$ cat src/hw/sscg_pkg.sv
package sscg_pkg;

   localparam int unsigned CLK_HZ            = 20_000_000;
   localparam int unsigned RESET_TIMEOUT_MS  = 150;
   localparam int unsigned WATCHDOG_MS       = 1600;
   localparam int unsigned CE_HOLD_US        = 12;
   localparam int unsigned DEBOUNCE_MS       = 1;
   localparam int unsigned WD_PULSE_NS       = 100;

   localparam int unsigned RESET_TIMEOUT_CYC = (CLK_HZ / 1000) * RESET_TIMEOUT_MS;
   localparam int unsigned WATCHDOG_CYC      = (CLK_HZ / 1000) * WATCHDOG_MS;
   localparam int unsigned CE_HOLD_CYC       = (CLK_HZ / 1_000_000) * CE_HOLD_US;
   localparam int unsigned DEBOUNCE_CYC      = (CLK_HZ / 1000) * DEBOUNCE_MS;
   localparam int unsigned WD_PULSE_CYC      = ((CLK_HZ / 1_000_000) * WD_PULSE_NS + 999) / 1000;

   localparam logic        RST_ACTIVE_LOW    = 1'b1;

   typedef struct packed {
      logic supply_below_threshold;
      logic supply_below_battery;
      logic backup_battery_in;
      logic manual_reset_n;
      logic aux_reset_low;
      logic watchdog_kick_in;
      logic chip_enable_in_n;
   } sscg_pins_t;

   typedef enum logic [1:0] {
      SSCG_CE_PASS,
      SSCG_CE_HOLD_LOW,
      SSCG_CE_FORCE_HIGH
   } sscg_ce_state_t;

endpackage : sscg_pkg

$ cat src/hw/sscg_sync.sv
`timescale 1ns/1ns
module sscg_sync
   import sscg_pkg::*;
#(
   parameter int unsigned     WIDTH       = 7,
   parameter logic [WIDTH-1:0] RESET_VALUE = '0
) (
   input  wire logic             sys_clk,
   input  wire logic             arst_n,
   input  wire logic [WIDTH-1:0] async_in,
   output logic      [WIDTH-1:0] sync_out
);

   logic [WIDTH-1:0] meta_q;
   logic [WIDTH-1:0] meta_d;
   logic [WIDTH-1:0] sync_q;
   logic [WIDTH-1:0] sync_d;

   initial begin
      if (WIDTH < 1) begin
         $error("sscg_sync needs WIDTH of at least one");
      end
   end

   always_comb begin
      meta_d = async_in;
      sync_d = meta_q;
   end

   // The reset value is a constant per bit, chosen at the instance.
   genvar gi;
   generate
      for (gi = 0; gi < WIDTH; gi++) begin : g_bit
         always_ff @(posedge sys_clk or negedge arst_n) begin
            if (!arst_n) begin
               meta_q[gi] <= RESET_VALUE[gi];
               sync_q[gi] <= RESET_VALUE[gi];
            end else begin
               meta_q[gi] <= meta_d[gi];
               sync_q[gi] <= sync_d[gi];
            end
         end
      end
   endgenerate

   assign sync_out = sync_q;

endmodule : sscg_sync

$ cat src/hw/sscg_debounce.sv
`timescale 1ns/1ns
module sscg_debounce
   import sscg_pkg::*;
#(
   parameter int unsigned STABLE_CYC = DEBOUNCE_CYC
) (
   input  wire logic sys_clk,
   input  wire logic arst_n,
   input  wire logic raw_in,
   output logic      clean_out
);

   localparam int unsigned CW = $clog2(STABLE_CYC + 1);

   logic [CW-1:0] cnt_q;
   logic [CW-1:0] cnt_d;
   logic          level_q;
   logic          level_d;

   initial begin
      if (STABLE_CYC < 1) begin
         $error("sscg_debounce needs STABLE_CYC of at least one");
      end
   end

   // A bouncing contact only flips the output after it has held still.
   always_comb begin
      cnt_d   = cnt_q;
      level_d = level_q;
      if (raw_in == level_q) begin
         cnt_d = '0;
      end else if (cnt_q >= CW'(STABLE_CYC - 1)) begin
         cnt_d   = '0;
         level_d = raw_in;
      end else begin
         cnt_d = cnt_q + CW'(1);
      end
   end

   always_ff @(posedge sys_clk or negedge arst_n) begin
      if (!arst_n) begin
         cnt_q   <= '0;
         level_q <= 1'b1;
      end else begin
         cnt_q   <= cnt_d;
         level_q <= level_d;
      end
   end

   assign clean_out = level_q;

endmodule : sscg_debounce

$ cat src/hw/sscg_supervisor.sv
`timescale 1ns/1ns
// Behaviour
// Battery mode only when supply is below threshold and below battery; then output backed.
// Outside reset, chip-enable output follows the chip-enable input.
// Input high at reset start keeps output high for the whole event.
// Input low at reset start holds output low 12us, then high.
// Output not following the input is driven inactive high.
// Battery mode forces reset, ignores inputs, holds chip-enable output high.
// Battery-mode flag is high exactly while in battery mode.
// Start only from main supply, never from battery alone.
// Low manual reset asserts reset, held 150ms after release.
// Manual reset input is debounced internally.
// Each watchdog input edge, or pulse of 100ns, restarts the watchdog.
// Watchdog input stuck past timeout triggers one reset timeout pulse.
// Watchdog timer clears on reset and on any input edge.
// Stuck watchdog input repeats reset pulses every watchdog timeout.
// Auxiliary sense below 1.235V asserts reset.
// Supply below threshold asserts reset, held 150ms after recovery.
// Reset polarity is a build option, always at a defined level.
// Auxiliary sense recovery keeps reset for the reset timeout.
// Timeouts are counted by restartable clocked counters.
module sscg_supervisor
   import sscg_pkg::*;
#(
   parameter int unsigned RESET_CYC     = RESET_TIMEOUT_CYC,
   parameter int unsigned WATCHDOG_CYCS = WATCHDOG_CYC,
   parameter int unsigned CE_CYC        = CE_HOLD_CYC,
   parameter int unsigned DEBOUNCE_CYCS = DEBOUNCE_CYC,
   parameter logic        ACTIVE_LOW    = RST_ACTIVE_LOW
) (
   input  wire logic       sys_clk,
   input  wire logic       arst_n,
   input  wire sscg_pins_t pins_in,
   output logic            reset_out,
   output logic            chip_enable_out_n,
   output logic            backed_from_battery,
   output logic            battery_mode_flag
);

   // Counter widths follow the parameters so that shortened values for simulation still fit.
   localparam int unsigned RW = $clog2(RESET_CYC + 1);
   localparam int unsigned WW = $clog2(WATCHDOG_CYCS + 1);
   localparam int unsigned CW = $clog2(CE_CYC + 1);

   // Pins leave reset at their idle levels, so no false start, cause or kick follows reset.
   localparam sscg_pins_t PINS_IDLE = '{
      supply_below_threshold: 1'b1,
      manual_reset_n:         1'b1,
      chip_enable_in_n:       1'b1,
      default:                1'b0
   };

   initial begin
      if (RESET_CYC < 1) begin
         $error("sscg_supervisor needs RESET_CYC of at least one");
      end
      if (WATCHDOG_CYCS < 1) begin
         $error("sscg_supervisor needs WATCHDOG_CYCS of at least one");
      end
      if (CE_CYC < 1) begin
         $error("sscg_supervisor needs CE_CYC of at least one");
      end
      if (DEBOUNCE_CYCS < 1) begin
         $error("sscg_supervisor needs DEBOUNCE_CYCS of at least one");
      end
      // The chip-enable hold must end inside the shortest reset event, a watchdog pulse.
      if (CE_CYC >= RESET_CYC) begin
         $error("sscg_supervisor needs CE_CYC below RESET_CYC");
      end
   end

   sscg_pins_t pins_s;
   logic       mr_clean;

   // Every pin is an asynchronous level, so all of them pass the same two flops.
   sscg_sync #(
      .WIDTH      ($bits(sscg_pins_t)),
      .RESET_VALUE(PINS_IDLE)
   ) u_sync (
      .sys_clk (sys_clk),
      .arst_n  (arst_n),
      .async_in(pins_in),
      .sync_out(pins_s)
   );

   // debounce manual reset
   sscg_debounce #(
      .STABLE_CYC(DEBOUNCE_CYCS)
   ) u_mr_db (
      .sys_clk  (sys_clk),
      .arst_n   (arst_n),
      .raw_in   (pins_s.manual_reset_n),
      .clean_out(mr_clean)
   );

   // Registered state, each with its next value.
   logic           started_q;
   logic           started_d;
   logic           backup_battery_in_q;
   logic           backup_battery_in_d;
   logic [RW-1:0]  rst_cnt_q;
   logic [RW-1:0]  rst_cnt_d;
   logic           rst_q;
   logic           rst_d;
   logic [WW-1:0]  wd_cnt_q;
   logic [WW-1:0]  wd_cnt_d;
   logic           wd_prev_q;
   logic           wd_prev_d;
   logic [CW-1:0]  ce_cnt_q;
   logic [CW-1:0]  ce_cnt_d;
   sscg_ce_state_t ce_st_q;
   sscg_ce_state_t ce_st_d;
   logic           ce_out_q;
   logic           ce_out_d;
   logic           rst_pin_q;
   logic           rst_pin_d;
   logic           backed_q;
   logic           backed_d;
   logic           flag_q;
   logic           flag_d;

   // Decode signals, recomputed every cycle and never stored.
   logic hold_cond;
   logic wd_edge;
   logic wd_expire;

   // Power-up. A battery alone never starts the block, since main supply must be seen once.
   always_comb begin
      started_d = started_q;
      // start from main only
      if (!pins_s.supply_below_threshold) begin
         started_d = 1'b1;
      end
   end

   always_ff @(posedge sys_clk or negedge arst_n) begin
      if (!arst_n) begin
         started_q <= 1'b0;
      end else begin
         started_q <= started_d;
      end
   end

   // Battery mode.
   always_comb begin
      // both conditions for backup
      backup_battery_in_d = started_q && pins_s.supply_below_threshold && pins_s.supply_below_battery
               && pins_s.backup_battery_in;
   end

   always_ff @(posedge sys_clk or negedge arst_n) begin
      if (!arst_n) begin
         backup_battery_in_q <= 1'b0;
      end else begin
         backup_battery_in_q <= backup_battery_in_d;
      end
   end

   // Watchdog. The synchroniser sees any pulse of two clocks or more, so a 100ns kick is caught.
   always_comb begin
      // any change is a kick
      wd_edge   = pins_s.watchdog_kick_in != wd_prev_q;
      wd_prev_d = pins_s.watchdog_kick_in;
      wd_expire = 1'b0;
      wd_cnt_d  = wd_cnt_q;
      // The count also rests before startup and in battery mode, when no kick can be trusted.
      // clear on reset or edge
      if (rst_q || backup_battery_in_q || wd_edge || !started_q) begin
         wd_cnt_d = '0;
      // timeout fires a pulse
      end else if (wd_cnt_q >= WW'(WATCHDOG_CYCS - 1)) begin
         wd_expire = 1'b1;
         wd_cnt_d  = '0;
      end else begin
         wd_cnt_d = wd_cnt_q + WW'(1);
      end
   end

   always_ff @(posedge sys_clk or negedge arst_n) begin
      if (!arst_n) begin
         wd_cnt_q  <= '0;
         wd_prev_q <= 1'b0;
      end else begin
         wd_cnt_q  <= wd_cnt_d;
         wd_prev_q <= wd_prev_d;
      end
   end

   // Reset generator.
   always_comb begin
      // supply low holds reset
      // manual reset holds reset
      // auxiliary sense holds reset
      // battery mode forces reset
      hold_cond = pins_s.supply_below_threshold || !started_q || backup_battery_in_q
                  || (!backup_battery_in_q && (!mr_clean || pins_s.aux_reset_low));
      rst_cnt_d = rst_cnt_q;
      rst_d     = rst_q;
      // Hold the count at zero while any cause stands, so the timeout runs from the last release.
      // counter restarts on cause
      // each expiry restarts pulse
      if (hold_cond || wd_expire) begin
         rst_d     = 1'b1;
         rst_cnt_d = '0;
      // timeout after release
      end else if (rst_q) begin
         if (rst_cnt_q >= RW'(RESET_CYC - 1)) begin
            rst_d     = 1'b0;
            rst_cnt_d = '0;
         end else begin
            rst_cnt_d = rst_cnt_q + RW'(1);
         end
      end
   end

   always_ff @(posedge sys_clk or negedge arst_n) begin
      if (!arst_n) begin
         rst_cnt_q <= '0;
         rst_q     <= 1'b1;
      end else begin
         rst_cnt_q <= rst_cnt_d;
         rst_q     <= rst_d;
      end
   end

   // Chip-enable gate.
   always_comb begin
      ce_st_d  = ce_st_q;
      ce_cnt_d = ce_cnt_q;
      ce_out_d = 1'b1;
      // The input level in the cycle that reset rises decides between hold and force.
      case (ce_st_q)
         SSCG_CE_PASS: begin
            if (rst_d) begin
               // high input stays high
               ce_st_d  = SSCG_CE_FORCE_HIGH;
               ce_cnt_d = '0;
               // low input held low
               if (!pins_s.chip_enable_in_n && !backup_battery_in_d) begin
                  ce_st_d  = SSCG_CE_HOLD_LOW;
                  ce_out_d = 1'b0;
               end
            end else begin
               // pass the input
               ce_out_d = pins_s.chip_enable_in_n;
            end
         end
         SSCG_CE_HOLD_LOW: begin
            ce_out_d = 1'b0;
            ce_cnt_d = ce_cnt_q + CW'(1);
            if (backup_battery_in_d || ce_cnt_q >= CW'(CE_CYC - 1)) begin
               ce_st_d  = SSCG_CE_FORCE_HIGH;
               ce_out_d = 1'b1;
            end
         end
         default: begin
            // drive inactive high
            ce_out_d = 1'b1;
            if (!rst_d) begin
               ce_st_d  = SSCG_CE_PASS;
               ce_out_d = pins_s.chip_enable_in_n;
            end
         end
      endcase
   end

   always_ff @(posedge sys_clk or negedge arst_n) begin
      if (!arst_n) begin
         ce_st_q  <= SSCG_CE_FORCE_HIGH;
         ce_cnt_q <= '0;
         ce_out_q <= 1'b1;
      end else begin
         ce_st_q  <= ce_st_d;
         ce_cnt_q <= ce_cnt_d;
         ce_out_q <= ce_out_d;
      end
   end

   // Output stage. Each pin leaves a flop, so the processor never sees a decode glitch.
   always_comb begin
      // selectable polarity
      rst_pin_d = ACTIVE_LOW ? !rst_d : rst_d;
      // flag follows battery mode
      flag_d    = backup_battery_in_d;
      // backed output switches
      backed_d  = backup_battery_in_d;
   end

   always_ff @(posedge sys_clk or negedge arst_n) begin
      if (!arst_n) begin
         rst_pin_q <= !ACTIVE_LOW;
         backed_q  <= 1'b0;
         flag_q    <= 1'b0;
      end else begin
         rst_pin_q <= rst_pin_d;
         backed_q  <= backed_d;
         flag_q    <= flag_d;
      end
   end

   assign reset_out           = rst_pin_q;
   assign chip_enable_out_n   = ce_out_q;
   assign backed_from_battery = backed_q;
   assign battery_mode_flag   = flag_q;

endmodule : sscg_supervisor

$ cat config.mk
export PLATFORM = sky130hd
export DESIGN_NAME = sscg_supervisor
export DESIGN_NICKNAME = d
export VERILOG_FILES = /design/src/hw/sscg_pkg.sv /design/src/hw/sscg_sync.sv /design/src/hw/sscg_debounce.sv /design/src/hw/sscg_supervisor.sv
export SDC_FILE = /design/constraint.sdc
export NUM_CORES = 1
export LEC_CHECK = 0
export ABC_AREA = 1
export BUFFER_PORTS_ARGS = -buffer_cell sky130_fd_sc_hd__buf_2
export CORE_ASPECT_RATIO = 1.75
export CORE_MARGIN = 4
export CORE_UTILIZATION = 35
export CTS_CLUSTER_DIAMETER = 80
export DETAILED_ROUTE_END_ITERATION = 12
export PLACE_DENSITY = 0.53
export SLEW_MARGIN = 20
export SYNTH_ARGS = -nofsm -noshare
export SYNTH_HDL_FRONTEND = slang
export SYNTH_SLANG_ARGS = --single-unit
$ cat constraint.sdc
create_clock -name sys_clk -period 2.9 [get_ports sys_clk]
set_input_delay 0 -clock sys_clk [delete_from_list [all_inputs] [get_ports sys_clk]]
set_output_delay 0 -clock sys_clk [all_outputs]
set_load 0.01 [all_outputs]
==> metrics.txt <==
leak pwr=2.36 nW; CTS Sinks=93; layout net count=625; Setup Total Neg Slack=0 ns; final WL=10,000 microns; remaining global-route overflow=0; largest net degree at the start of global routing=66; Diodes inserted=0; cells after synthesis=588; Antenna Violating Nets Remaining=0; Die Width=97.4 microns; Tot GR Track Use=13.6%; Setup CP Type=reg2reg; sequential share of power=49.5%; Initial Utilization=36.0%; Switching Fraction=23.9%; Worst path max stage delay=0.44 ns; count of pins over their slew limit=0; number of global-route vias before repair=3,962; post-route minimum period=2.16 ns; Port Buffers=12; RD Place Congestion=0.805; Via Count=3,773; Netlist cell types=47; share of post-route cells with drive strength above 1=13.8%; TritonRoute pass-1 iters=4; CTS Buffer Depth=2; Max Cap Viol=0; RSZ-0062 raised after global routing=false; Critical Path AT=2.44 ns; Max Freq=463 MHz; TritonCTS buffer count=9; largest cells by area after synthesis=dfrtp_1 42%, nand2_1 10%, nor2_1 6.9%; final setup fails=0; die area=16,000 sq um; most used cell, CP=nand2_1; DRC Markers=0; Worst-path clk slew=0.07 ns; Post-CTS Resized=0; most frequent cells in the layout=130 x nand2_1, 90 x nor2_1, 83 x dfrtp_1; first-pass GRT wire length=18,000 microns; clock network power share=44.7%; Syn. warnings=0; Slew HR=43.8%; Combinational Power Share=5.7%; worst-skew pair later-pin latency=0.34 ns; internal cell power=2.11 mW; Sw Pwr=664 uW; Worst Path Required=3.18 ns; most common cell after layout, fill and taps aside=nand2_1; PwrDens=502 nW/um^2; hpwl dp=7400 microns; final period utilization=74.5%; Seq cells post-synth=93; VDD IR max=0.282 mV; CP Capture Type=flip-flop; status=finished clean; worst-margin pin slew=0.843 ns; final hold violations=0; core area=13,600 sq um; top-area cell type share of the netlist area=42.4%; HP Class=in2async; P&R area growth vs syn=13.0%; worst-path fanout max=22; num ports=13; Filler cells=1,399; Std-Cell Rows=56; reg2reg start=wd_cnt_q[0]$_DFF_PN0_; CTS tree=done; initial antenna violation count=0; CTS H-Tree Depth=3; DR iter-0 viols=147; CP Launch Type=flip-flop; sequential fraction of the synthesis area=47.8%; dominant cell type by area after synthesis=dfrtp_1; Final Util=40.7%; Final Power=2.78 mW; net count after synthesis=601; routed vias/inst=4.77; Post-Syn Area=4890 sq um; die height=164 microns; critical-path cell list=ha_1, nand2_1, nor2_2, nand2_1, nor2_1, nand2_1, nand3_2, nand2_4, nand2_4, nor2_4, nand2_1, a21oi_2; drt wl/cell=12.7 microns; Worst Slack Setup Final=0.740 ns; Place WS=0.722 ns; Avg Cell Area, Syn=8.32 sq um; slowest stage cell, crit path=nor2_4; Root Driver=clkbuf_16; Setup Skew=0.00538 ns; Critical Path Start=wd_cnt_q[0]$_DFF_PN0_
-- logic make-up after synthesis --
logic type	share of synthesized area (%)
compound gates	7.82
xor+xnor	5.73
fa+ha+maj	1.02
buf+inv	7.29
flops	47.8
simple gates	30.3
-- routing by layer --
| layer | vias up | GRT usage [%] | share of wire [%] | routed length [microns] |
|---|---|---|---|---|
| met1 | 1797 | 15.1 | 40 | 4040 |
| met2 | 30 | 26.5 | 56 | 5660 |
| met4 | 0 | 4.28 | 1.7 | 172 |
| met5 | - | 0 | 0 | 0 |
| met3 | 13 | 2.07 | 1.6 | 162 |
| li1 | 1933 | - | - | - |
-- cell usage after synthesis, drive strengths merged --
library cell,n
nand3b,1
nor3,20
o211ai,1
a21oi,14
a31oi,1
o21ai,34
clkbuf,1
o22ai,4
xor2,27
xnor2,5
a41oi,1
nand3,33
ha,4
nand2,138
nor4,6
and3,1
nand4,17
nor2,95
dfrtp,83
a211oi,2
dfstp,10
nor3b,3
inv,76
or2,1
o2111ai,1
o21bai,1
buf,8
-- per-stage QoR --
step	instance area, sq um	instances	hold slack, ns
CTS	5530	791	0.305
detailed placement	5130	767	0.109
finish	5530	791	0.310
global placement	5130	767	0.105
floorplan	4890	588	-0.296
global route	5530	791	0.317
-- flip-flops by register name, summed over array words and instances, names as in the netlist --
name               cells
wd_cnt_q              25
u_mr_db.cnt_q         15
u_sync.meta_q          7
battery_mode_flag      1
chip_enable_out_n      1
wd_prev_q              1
rst_cnt_q             22
started_q              1
u_mr_db.clean_out      1
ce_cnt_q               8
rst_q                  1
reset_out              1
ce_st_q                2
u_sync.sync_out        7
-- worst paths after layout --
check / end / slack [ns] / depth (start not counted)
max: rst_cnt_q[21]$_DFFE_PN0P_ / 0.74 / 12
min: wd_cnt_q[12]$_DFF_PN0_ / 0.31 / 2
max reg2reg: rst_cnt_q[21]$_DFFE_PN0P_ / 0.74 / 12
min reg2reg: u_sync.sync_out[5]$_DFF_PN0_ / 0.35 / 0
max in group asynchronous: u_sync.meta_q[3]$_DFF_PN1_ / 1.86 / 3
min in group sys_clk: u_sync.meta_q[3]$_DFF_PN1_ / 0.31 / 2
-- cell type report --
cell class	instances	area (sq um)	share of cell area (%)
tap	174	218	3.94
clock buffer	10	239	4.32
timing repair buffer	22	170	3.08
inverter	76	288	5.20
clock inverter	6	77.6	1.40
sequential	93	2340	42.3
multi-input combinational	410	2200	39.7
-- power by group through the flow --
stage	clock network, mW	logic, mW	registers [mW]
CTS	1.28	0.164	1.38
finish	1.24	0.159	1.38
detailed placement	0	0.155	1.40
global route	1.33	0.186	1.38
global placement	0	0.148	1.40
floorplan	0	0.0954	1.39
-- repair_timing --
item,CTS,global route
endpoints found under the setup margin,0,0
hold buffers,8,0
buffers inserted,0,0
endpoints found under the hold margin,65,0
-- critical path, delay by kind of cell, from the launching register on --
kind / cells / cell delay, ns
compound gates: 1 / 0.13
fa+ha+maj: 1 / 0.22
flops: 1 / 0.41
simple gates: 10 / 1.33
Power figures use the tool's default switching activity.
